### config.mk
export PLATFORM = sky130hd
export DESIGN_NAME = usb_endpoint_config_regs
export DESIGN_NICKNAME = d
export VERILOG_FILES = /design/src/ep_cfg_pkg.sv /design/src/ep_cfg_mem.sv /design/src/usb_endpoint_config_regs.sv
export SDC_FILE = /design/constraint.sdc
export NUM_CORES = 2
export LEC_CHECK = 0
export BUFFER_PORTS_ARGS = -buffer_cell sky130_fd_sc_hd__buf_4
export CORE_ASPECT_RATIO = 0.8
export CORE_MARGIN = 2
export CORE_UTILIZATION = 35
export DETAILED_ROUTE_END_ITERATION = 10
export HOLD_SLACK_MARGIN = 0.1
export PLACE_DENSITY_LB_ADDON = 0.1
export SKIP_CTS_REPAIR_TIMING = 1
export SYNTH_ARGS = -nofsm -noshare
export SYNTH_HDL_FRONTEND = slang
export SYNTH_HIERARCHICAL = 1
export SYNTH_SLANG_ARGS = --single-unit
### constraint.sdc
create_clock -name i_clk -period 2.9 [get_ports i_clk]
set_clock_uncertainty 0.05 [all_clocks]
set_input_delay 0.29 -clock i_clk [delete_from_list [all_inputs] [get_ports i_clk]]
set_output_delay 0.29 -clock i_clk [all_outputs]
set_load 0.02 [all_outputs]
### src/ep_cfg_pkg.sv
package ep_cfg_pkg;

    // ------------------------------------------------------------
    // Bus and map
    // ------------------------------------------------------------
    localparam int         ADDR_W        = 8;
    localparam int         DATA_W        = 32;
    localparam int         EP_W          = 4;
    localparam int         EP_COUNT      = 16;
    localparam logic [7:0] OFF_INDEX     = 8'h00;
    localparam logic [7:0] OFF_PKT_SIZE  = 8'h04;
    localparam logic [7:0] OFF_KIND_CTL  = 8'h08;
    localparam logic [7:0] OFF_BUF_LEN   = 8'h1c;
    localparam logic [7:0] OFF_EP_STATUS = 8'h0c;
    localparam logic [7:0] OFF_CONTROL   = 8'h10;
    localparam logic [31:0] UNMAPPED_RD  = 32'h0000_0000;

    // ------------------------------------------------------------
    // Fields
    // ------------------------------------------------------------
    localparam int          FIFO_SIZE_LSB  = 0;
    localparam int          FIFO_SIZE_W    = 11;
    localparam int          TRANS_LSB      = 11;
    localparam int          KIND_LSB       = 0;
    localparam int          DBL_BIT        = 2;
    localparam int          ENABLE_BIT     = 3;
    localparam int          NOZLP_BIT      = 4;
    localparam logic [15:0] PKT_SIZE_MASK  = 16'h1fff;
    localparam logic [15:0] KIND_CTL_MASK  = 16'h001f;
    localparam logic [15:0] REG_RESET      = 16'h0000;
    localparam int          CTL_BUS_RESET  = 0;
    localparam int          STS_TOGGLE     = 0;
    localparam int          STS_ENABLE     = 1;

    typedef enum logic [1:0] {
        KIND_UNUSED, KIND_ISO, KIND_BULK, KIND_INTR
    } transfer_kind_e;

    // Per-endpoint configuration as seen by the endpoint engine
    typedef struct packed {
        logic [1:0]  transactions_per_microframe;
        logic [10:0] fifo_byte_size;
        logic        suppress_zero_length_packet;
        logic        enable;
        logic        double_buffer_on;
        logic [1:0]  transfer_kind;
    } ep_cfg_s;

endpackage

### src/ep_cfg_mem.sv
`timescale 1ns/1ps
`default_nettype none
module ep_cfg_mem
    import ep_cfg_pkg::*;
(
    input  wire logic            i_clk,
    input  wire logic            i_rst_n,
    input  wire logic            i_clear,
    input  wire logic            i_we,
    input  wire logic [EP_W-1:0] i_waddr,
    input  wire logic [15:0]     i_wdata,
    input  wire logic [EP_W-1:0] i_raddr,
    output logic      [15:0]     o_rdata
);

    logic [15:0] mem_q [EP_COUNT];

    // ------------------------------------------------------------
    // Storage cleared on device and bus reset
    // ------------------------------------------------------------
    genvar g;
    generate
        for (g = 0; g < EP_COUNT; g++) begin : g_ent
            always_ff @(posedge i_clk or negedge i_rst_n) begin
                if (!i_rst_n) begin
                    mem_q[g] <= REG_RESET;
                end else if (i_clear) begin
                    mem_q[g] <= REG_RESET;
                end else if (i_we && i_waddr == EP_W'(g)) begin
                    mem_q[g] <= i_wdata;
                end
            end
        end
    endgenerate

    always_ff @(posedge i_clk or negedge i_rst_n) begin
        if (!i_rst_n) begin
            o_rdata <= REG_RESET;
        end else begin
            o_rdata <= mem_q[i_raddr];
        end
    end

endmodule
`default_nettype wire

### src/usb_endpoint_config_regs.sv
// Function
// RULE1: Writing packet-size register reloads indexed buffer-length count with new FIFO size.
// RULE2: Packet-size register governs data endpoints only; control endpoint zero is excluded.
// RULE3: Bits 12:11 give transactions per microframe, for isochronous and interrupt only.
// RULE4: Bits 10:0 give FIFO size in bytes, for both speeds.
// RULE5: Software keeps enabled FIFO sizes summed within 4096 bytes.
// RULE6: Software writes reserved bits as zero.
// RULE7: Bit 4 clear sends zero-length packet after DMA IN completes; set suppresses it.
// RULE8: Bit 3 enables the indexed endpoint FIFO; clear disables it.
// RULE9: Disable then enable of an endpoint resets its data toggle.
// RULE10: Bit 2 enables double buffering; clear leaves single buffering.
// RULE11: Bits 1:0 select transfer kind: unused, isochronous, bulk, interrupt.
// RULE12: Software selects endpoint index first; accesses apply to that endpoint.
// RULE13: USB bus reset clears the buffer-length count to zero.
// RULE14: Both config registers clear on device reset and USB bus reset.
//
// Decided for this implementation: the Avalon-MM register port.
`timescale 1ns/1ps
`default_nettype none
module usb_endpoint_config_regs
    import ep_cfg_pkg::*;
(
    input  wire logic              i_clk,
    input  wire logic              i_rst_n,
    input  wire logic [ADDR_W-1:0] i_avs_address,
    input  wire logic              i_avs_read,
    input  wire logic              i_avs_write,
    input  wire logic [DATA_W-1:0] i_avs_writedata,
    input  wire logic [3:0]        i_avs_byteenable,
    output logic      [DATA_W-1:0] o_avs_readdata,
    output logic                   o_avs_waitrequest,
    input  wire logic              i_usb_bus_reset,
    input  wire logic [EP_W-1:0]   i_eng_ep,
    input  wire logic              i_eng_dma_in_done,
    input  wire logic              i_eng_toggle_flip,
    output ep_cfg_s                o_eng_cfg,
    output logic                   o_eng_send_zlp,
    output logic                   o_eng_toggle,
    output logic [EP_COUNT-1:0]    o_ep_enable,
    output logic [15:0]            o_buffer_length_count
);

    // ------------------------------------------------------------
    // Bus decode
    // ------------------------------------------------------------
    typedef enum logic [1:0] {ST_IDLE, ST_READ, ST_DONE} bus_st_e;

    bus_st_e         st_q;
    logic [EP_W-1:0] index_q;
    logic [15:0]     blen_q [EP_COUNT];
    logic [15:0]     kind_q [EP_COUNT];
    logic            tog_q [EP_COUNT];
    logic            bus_rst_q;

    wire        req       = (i_avs_read | i_avs_write) && st_q == ST_IDLE;
    wire        lo_en     = i_avs_byteenable[0] | i_avs_byteenable[1];
    wire [15:0] wmask     = {{8{i_avs_byteenable[1]}}, {8{i_avs_byteenable[0]}}};
    wire        hit_index = i_avs_address == OFF_INDEX;
    wire        hit_pkt   = i_avs_address == OFF_PKT_SIZE;
    wire        hit_kind  = i_avs_address == OFF_KIND_CTL;
    wire        hit_blen  = i_avs_address == OFF_BUF_LEN;
    wire        hit_sts   = i_avs_address == OFF_EP_STATUS;
    wire        hit_ctl   = i_avs_address == OFF_CONTROL;
    // Commit at the acknowledge edge
    wire        wr_go     = i_avs_write && st_q == ST_DONE && lo_en;
    wire        data_ep   = index_q != '0; // RULE2
    wire        wr_pkt    = wr_go && hit_pkt && data_ep; // RULE12
    wire        wr_kind   = wr_go && hit_kind && data_ep;
    wire        wr_blen   = wr_go && hit_blen && data_ep;
    wire        wr_ctl    = wr_go && hit_ctl;
    wire        bus_reset = i_usb_bus_reset | bus_rst_q;

    // ------------------------------------------------------------
    // Packet-size storage
    // ------------------------------------------------------------
    logic [15:0] pkt_rd;
    logic [15:0] pkt_old;
    logic [15:0] pkt_new;

    assign pkt_old = pkt_rd;
    assign pkt_new = (i_avs_writedata[15:0] & wmask & PKT_SIZE_MASK)
                   | (pkt_old & ~wmask); // RULE3 RULE4

    ep_cfg_mem u_pkt_mem (
        .i_clk   (i_clk),
        .i_rst_n (i_rst_n),
        .i_clear (bus_reset), // RULE14
        .i_we    (wr_pkt),
        .i_waddr (index_q),
        .i_wdata (pkt_new),
        .i_raddr (st_q == ST_IDLE ? index_q : i_eng_ep),
        .o_rdata (pkt_rd)
    );

    // ------------------------------------------------------------
    // Index, control and bus state
    // ------------------------------------------------------------
    always_ff @(posedge i_clk or negedge i_rst_n) begin
        if (!i_rst_n) begin
            index_q   <= '0;
            bus_rst_q <= 1'b0;
        end else begin
            if (wr_go && hit_index) begin
                index_q <= i_avs_writedata[EP_W-1:0];
            end
            if (wr_ctl) begin
                bus_rst_q <= i_avs_writedata[CTL_BUS_RESET];
            end else begin
                bus_rst_q <= 1'b0;
            end
        end
    end

    always_ff @(posedge i_clk or negedge i_rst_n) begin
        if (!i_rst_n) begin
            st_q <= ST_IDLE;
        end else begin
            case (st_q)
                ST_IDLE: st_q <= i_avs_read ? ST_READ : (i_avs_write ? ST_DONE : ST_IDLE);
                ST_READ: st_q <= ST_DONE;
                ST_DONE: st_q <= ST_IDLE;
                default: st_q <= ST_IDLE;
            endcase
        end
    end

    // ------------------------------------------------------------
    // Per-endpoint kind control, length count and toggle
    // ------------------------------------------------------------
    genvar g;
    generate
        for (g = 0; g < EP_COUNT; g++) begin : g_ep
            wire        sel      = index_q == EP_W'(g);
            wire [15:0] kind_new = (i_avs_writedata[15:0] & wmask & KIND_CTL_MASK)
                                 | (kind_q[g] & ~wmask);
            wire        reenable = sel && wr_kind && !kind_q[g][ENABLE_BIT]
                                 && kind_new[ENABLE_BIT];

            always_ff @(posedge i_clk or negedge i_rst_n) begin
                if (!i_rst_n) begin
                    kind_q[g] <= REG_RESET;
                end else if (bus_reset) begin
                    kind_q[g] <= REG_RESET; // RULE14
                end else if (sel && wr_kind) begin
                    kind_q[g] <= kind_new; // RULE7 RULE8 RULE10 RULE11
                end
            end

            always_ff @(posedge i_clk or negedge i_rst_n) begin
                if (!i_rst_n) begin
                    blen_q[g] <= REG_RESET;
                end else if (bus_reset) begin
                    blen_q[g] <= REG_RESET; // RULE13
                end else if (sel && wr_pkt) begin
                    blen_q[g] <= {5'h00, pkt_new[FIFO_SIZE_LSB +: FIFO_SIZE_W]}; // RULE1
                end else if (sel && wr_blen) begin
                    blen_q[g] <= (i_avs_writedata[15:0] & wmask) | (blen_q[g] & ~wmask);
                end
            end

            always_ff @(posedge i_clk or negedge i_rst_n) begin
                if (!i_rst_n) begin
                    tog_q[g] <= 1'b0;
                end else if (bus_reset || reenable) begin
                    tog_q[g] <= 1'b0; // RULE9
                end else if (i_eng_toggle_flip && i_eng_ep == EP_W'(g)
                             && kind_q[g][ENABLE_BIT]) begin
                    tog_q[g] <= ~tog_q[g];
                end
            end
        end
    endgenerate

    // ------------------------------------------------------------
    // Read path and engine outputs
    // ------------------------------------------------------------
    logic [ADDR_W-1:0] raddr_q;
    wire  [15:0]       sts_word = {14'h0000, kind_q[index_q][ENABLE_BIT], tog_q[index_q]};
    wire  [15:0]       rd_word  =
        (raddr_q == OFF_INDEX)     ? {12'h000, index_q} :
        (raddr_q == OFF_PKT_SIZE)  ? (data_ep ? pkt_rd : REG_RESET) :
        (raddr_q == OFF_KIND_CTL)  ? kind_q[index_q] :
        (raddr_q == OFF_BUF_LEN)   ? blen_q[index_q] :
        (raddr_q == OFF_EP_STATUS) ? sts_word : UNMAPPED_RD[15:0];
    wire [15:0] eng_kind = kind_q[i_eng_ep];
    wire        eng_data = i_eng_ep != '0; // RULE2
    wire [15:0] eng_pkt  = eng_data ? pkt_rd : REG_RESET;
    wire        eng_per  = eng_kind[1:0] == KIND_ISO || eng_kind[1:0] == KIND_INTR;
    logic [EP_COUNT-1:0] en_vec;

    always_comb begin
        for (int i = 0; i < EP_COUNT; i++) begin
            en_vec[i] = kind_q[i][ENABLE_BIT];
        end
    end

    always_ff @(posedge i_clk or negedge i_rst_n) begin
        if (!i_rst_n) begin
            raddr_q <= '0;
        end else if (req) begin
            raddr_q <= i_avs_address;
        end
    end

    always_ff @(posedge i_clk or negedge i_rst_n) begin
        if (!i_rst_n) begin
            o_avs_readdata    <= '0;
            o_avs_waitrequest <= 1'b1;
        end else begin
            o_avs_waitrequest <= !(st_q == ST_READ || (st_q == ST_IDLE && i_avs_write));
            if (st_q == ST_READ) begin
                o_avs_readdata <= {16'h0000, rd_word};
            end
        end
    end

    always_ff @(posedge i_clk or negedge i_rst_n) begin
        if (!i_rst_n) begin
            o_eng_cfg             <= '0;
            o_eng_send_zlp        <= 1'b0;
            o_eng_toggle          <= 1'b0;
            o_ep_enable           <= '0;
            o_buffer_length_count <= '0;
        end else begin
            o_eng_cfg.transactions_per_microframe <= eng_per ? eng_pkt[TRANS_LSB +: 2] : 2'b00; // RULE3
            o_eng_cfg.fifo_byte_size              <= eng_pkt[FIFO_SIZE_LSB +: FIFO_SIZE_W]; // RULE4
            o_eng_cfg.suppress_zero_length_packet <= eng_kind[NOZLP_BIT];
            o_eng_cfg.enable                      <= eng_kind[ENABLE_BIT] && eng_data; // RULE8
            o_eng_cfg.double_buffer_on            <= eng_kind[DBL_BIT]; // RULE10
            o_eng_cfg.transfer_kind               <= eng_kind[KIND_LSB +: 2]; // RULE11
            o_eng_send_zlp        <= i_eng_dma_in_done && !eng_kind[NOZLP_BIT]
                                     && eng_kind[ENABLE_BIT]; // RULE7
            o_eng_toggle          <= tog_q[i_eng_ep];
            o_ep_enable           <= en_vec;
            o_buffer_length_count <= blen_q[i_eng_ep];
        end
    end

endmodule
`default_nettype wire

== Word level (Yosys, flattened, before mapping) ==
Index checks and enable logic that the tools add are counted.
Storage, ports and cells
  logic and storage cells: 628
  register bits after elaboration: 884
Cells by class
  order comparisons: 3
  eq/ne operators: 42
  bitwise gates (word level): 90
  multiplexer cells: 178
  reduce and logical (&&, ||, !) cells: 234
Operators with widths (count)
  two-way mux 16 bit: 125
  bitwise AND 16 bit: 34
  binary-select mux 16 bit (select 4 bit): 5
  OR 16 bit: 16
  OR 5 x 16 -> 16 bit: 16
  logical AND 1 bit: 127
  nonzero test 2 bit: 48
  equality test 4 bit (second input constant): 16
  nonzero test 3 bit: 16
  two-way mux 1 bit: 37
  equality test 4 x 3 -> 1 bit (second input constant): 8
  equality test 8 x 4 -> 1 bit (second input constant): 3
  equality test 8 x 5 -> 1 bit (second input constant): 3
  logical NOT 1 bit: 18
  logical OR 1 bit: 18
  equality test 4 x 2 -> 1 bit (second input constant): 4
  equality test 8 x 3 -> 1 bit (second input constant): 2
  logical NOT 8 bit: 2
  inverter 1 bit: 16
  inverter 16 bit: 1
  OR 13 x 16 -> 16 bit: 1
  >= comparator 5 bit (second input constant): 3
  inverter 4 -> 5 bit: 3
  two-way mux 13 bit: 1
  12 further kinds: 24

== Logic depth before layout (Yosys ltp) ==
  word-level depth: 10
  depth in mapped cells: 12

== Cells and area by module ==
Netlist, hierarchy kept.
Modules (own cells, without submodules)
  usb_endpoint_config_regs: cells each 2537, area an instance 30595.6 um^2, sequential area each 15315.9 um^2, times used 1
  ep_cfg_mem: cells each 1363, area an instance 13409.1 um^2, sequential area each 6806.5 um^2, times used 1

== Worst setup path after synthesis ==
Ideal clock, no wire load.
  path kind: input -> register
  start point: input port i_eng_ep[0]
  end point: register u_pkt_mem.o_rdata[13]
  arrival: 2774 ps
  required time: 2726 ps
  stages on the path: 11
  path buffers: 7
  path slack: -48 ps
  cells stage by stage: buf_2 > buf_2 > buf_2 > buf_2 > buf_2 > mux2_2 > buf_6 > buf_6 > mux4_1 > a22oi_1 > nand2_1
On the way
  longest elaborated chain between the ends: 5
Ends and longest elaborated chain
  start: declaration: line usb_endpoint_config_regs.sv:33  | input wire logic [EP_W-1:0] i_eng_ep,
  two-way mux 4 bit: line usb_endpoint_config_regs.sv:91  | .i_raddr (st_q == ST_IDLE ? index_q : i_eng_ep),
  inverter 4 -> 5 bit (implied by the code): line ep_cfg_mem.sv:40  | o_rdata <= mem_q[i_raddr];
  binary-select mux 16 bit (select 4 bit): line ep_cfg_mem.sv:40
  two-way mux 16 bit (implied by the code) (2 in series): line ep_cfg_mem.sv:40
  end signal: assignment: line ep_cfg_mem.sv:40
  end: declaration: line ep_cfg_mem.sv:13  | output logic [15:0] o_rdata
Every way passes these cells. The select of a mux whose other input is x is not followed.
A chain may end at the register's enable or synchronous reset.

== Worst setup path in the final report ==
  start point: register st_q[0]
  end point: register blen_q[233] (netlist bit)
On the way
  longest elaborated chain between the ends: 8
  elaborated cells on any way between the ends: 12
  those cells by class: eq/ne (1); mux (2); reduce/logical (9)
Ends and longest elaborated chain
  start: declaration: line usb_endpoint_config_regs.sv:48  | bus_st_e st_q;
  start signal: assignment: line usb_endpoint_config_regs.sv:119  | ST_IDLE: st_q <= i_avs_read ? ST_READ : (i_avs_write ? ST_DONE : ST_IDLE);
  equality test 2 bit *: line usb_endpoint_config_regs.sv:65  | wire wr_go = i_avs_write && st_q == ST_DONE && lo_en;
  logical AND 1 bit * (2 in series): line usb_endpoint_config_regs.sv:65
  logical AND 1 bit (2 in series): line usb_endpoint_config_regs.sv:67  | wire wr_pkt = wr_go && hit_pkt && data_ep;
  logical AND 1 bit: line usb_endpoint_config_regs.sv:154  | end else if (sel && wr_pkt) begin
  two-way mux 16 bit: line usb_endpoint_config_regs.sv:154
  two-way mux 16 bit: line usb_endpoint_config_regs.sv:152  | end else if (bus_reset) begin
  end signal: indexed assignment: line usb_endpoint_config_regs.sv:155  | blen_q[g] <= {5'h00, pkt_new[FIFO_SIZE_LSB +: FIFO_SIZE_W]};
  end signal: indexed assignment: line usb_endpoint_config_regs.sv:157  | blen_q[g] <= (i_avs_writedata[15:0] & wmask) | (blen_q[g] & ~wmask);
  end: declaration: line usb_endpoint_config_regs.sv:50  | logic [15:0] blen_q [EP_COUNT];
Mark *: on every way between the ends. The rest lies on a longest branch, timed or not.

==> qor.yml <==
max_freq_mhz: 351.7
synth_cells: 3900
antenna_found_initial: 8
start_kind: "flip-flop"
cp_slowest_stage_delay_ns: 0.59
yosysMostFrequentCell: "dfrtp_1"
numCtsBuffers: 98
critPathRequiredTime_ns: 3.46
power_uw: 27720
finalCritPeriodShare_pct: 98.04
worst_pin_slew_ns: 1.154
synth_area_leader_cell: "dfrtp_1"
core_um2: 125000
cp-startpoint: "st_q[0]$_DFF_PN0_"
yosysTopAreaCellShare_pct: 50.21
synth_xor_area_share_pct: 0.3384
cts_sinks: 884
netlist_area_um2: 44000
ant_nets: 0
syn_to_final_growth_pct: 19.02
p_per_area_nw_per_um2: 529.2
synth_edf_count: 0
crit_family: "simple AND/OR/NAND/NOR gates"
grt.overflow.total: 0
grt_pass1_vias: 33570
setup_viol_count_final: 0
muxShareOfSynthArea_pct: 16.55
vias_per_cell: 5.937
cpMaxStageDelayCell: "or4_4"
outcome: "finished clean"
endpoint_kind: "flip-flop"
finalHoldViolations: 0
fill_cells: 11800
io_pins: 140
synth.avg_cell_area_um2: 11.28
p_leak_uw: 0.02192
reg2reg_from: "st_q[0]$_DFF_PN0_"
dieHeight_um: 321.1
cp_data_arrival_time_ns: 3.40
synth_adder_area_share_pct: 0
synthTopCellsByCount: "dfrtp_1, a21oi_1, mux4_2"
die_area_um2: 128600
ys_warn_count: 6
avgRoutedWirePerCell_um: 29.32
nets: 4108
drc: 0
drtPass1Iterations: 5
synth_top_family_by_area: "compound AO/OA/AOI/OAI gates"
die_width_um: 400.4
synth_simple_gate_area_share_pct: 10.27
grt_setup_unrepaired: "yes"
grtUsageTotal_pct: 26.04
slew_headroom_pct: 23.06
cts-htree-levels: 3
synth-compound-area-share_pct: 16.61
critical_path.cell_chain: "or4_4 > buf_4 > or4_4 > buf_12 > buf_4 > nor3_4 > buf_12 > a21oi_1 > o22ai_1"
ys_ff_latch: 884
grt_max_degree: 141
cts_tree: "yes"
hp-class: "input pin to flip-flop"
max-vdd-ir-drop_mv: 0.4231
dpl.hpwl_mm: 110.2
drv_cap: 0
grt_pass1_wl_mm: 247.6
synthArstFlopShare_pct: 100.0
path_class: "flip-flop to flip-flop"
cp_num_buf_inv: 4
hold_slack_ns: 0.1306
routabilityCongestion: 0.8691
wirelength_mm: 169.6
fin_crit_ns: 2.843
synth_ff_type: "dfrtp_1"
pre_cts_ws_ns: 0.01786
vias: 34340
cts_root_buf: "clkbuf_16"
path_clk_slew_ns: 0.06
io_buffer_count: 105
drv_slew: 0
yosys-top-cells-area: "dfrtp_1, mux4_2, a21oi_1, nand3_1, o21ai_0"
drtIter0Drc: 3484
final_area_um2: 52380
start_util_pct: 35.21
ys_seq_area_share_pct: 50.27
multi_input_comb_area_um2: 19540
place_area_um2: 48640
utilization_pct: 41.91
worstHoldStart: "i_usb_bus_reset"
clk_latency_ns: 0.73
num_rows: 116
setup_ws_ns: 0.05686
drive_above_1_share_pct: 23.93
synth.distinct_cells: 74
regArea_um2: 22140
crit_path_max_fanout: 11
clk_path_buf_depth: 3
cell usage in the layout (no fill, tap or decap), types with 19 or more instances in the layout:
cell type,count
buf_4,340
o21ai_0,266
dfrtp_1,879
inv_1,172
nor2_1,45
o22ai_1,166
and2_1,208
mux4_2,290
nor3_1,39
a22oi_1,61
clkbuf_8,26
nand3_1,284
clkbuf_1,22
buf_12,87
a31oi_1,35
a21oi_1,478
mux2i_1,19
nand2_1,125
dlygate4sd3_1,27
clkbuf_16,99
a22o_1,146
nor2b_1,20
routing by layer:
layer  part of all wire (%)  GRT usage, %
met1                     48         41.06
met2                     42         36.28
met3                    8.2         5.952
met4                    1.7         4.848
met5                  0.026             0
where the power goes:
part           internal, µW  switching, µW
logic                   670           1540
clock network          7530           5490
registers             12400           96.2
cell type report:
| type | instances | area share [%] |
|---|---|---|
| multi-input combinational | 2432 | 37.31 |
| timing repair buffer | 462 | 8.896 |
| antenna | 3 | 0.01433 |
| tap | 1652 | 3.946 |
| sequential | 884 | 42.26 |
| clock inverter | 30 | 0.7788 |
| inverter | 175 | 1.268 |
| clock buffer | 146 | 5.523 |
worst paths after layout:
path	end	slack, ns	depth (start not counted)
max	blen_q[233]$_DFFE_PN0P_	0.06	9
min	blen_q[30]$_DFFE_PN0P_	0.13	4
max reg2reg	blen_q[233]$_DFFE_PN0P_	0.06	9
min reg2reg	kind_q[106]$_DFFE_PN0P_	0.43	1
max in group asynchronous	o_ep_enable[0]$_DFF_PN0_	1.01	4
min in group asynchronous	blen_q[93]$_DFFE_PN0P_	0.62	3
through the flow:
| stage | instances | TNS (ns) |
|---|---|---|
| after floorplan | 3915 | 0 |
| after global placement | 5569 | 0 |
| after detailed placement | 5569 | 0 |
| after CTS | 5745 | 0 |
| after global routing | 5781 | -0.003610 |
| final | 5784 | 0 |
state kept, by name, indices dropped and copies added (netlist names):
signal                 flops
blen_q                   256
bus_rst_q                  1
en_vec                    16
index_q                    4
kind_q                   240
o_avs_readdata            16
o_avs_waitrequest          1
o_buffer_length_count     16
o_eng_cfg                 18
o_eng_send_zlp             1
o_eng_toggle               1
o_ep_enable               16
raddr_q                    8
st_q                       2
tog_q                     16
u_pkt_mem/mem_q          256
u_pkt_mem/o_rdata         16
cells by family after synthesis:
| family | count (synthesis) |
|---|---|
| AOI/OAI and AO/OA | 1232 |
| DFF | 884 |
| and+or+nand+nor | 825 |
| buffers and inverters | 599 |
| muxes | 342 |
| xor gates and xnor gates | 17 |
| other | 1 |
worst min-delay path, stage by stage:
cell    delay (ns)
buf_4         0.12
nor2_4        0.06
inv_8         0.29
nor2_1        0.09
(Power assumes the default switching activity.)
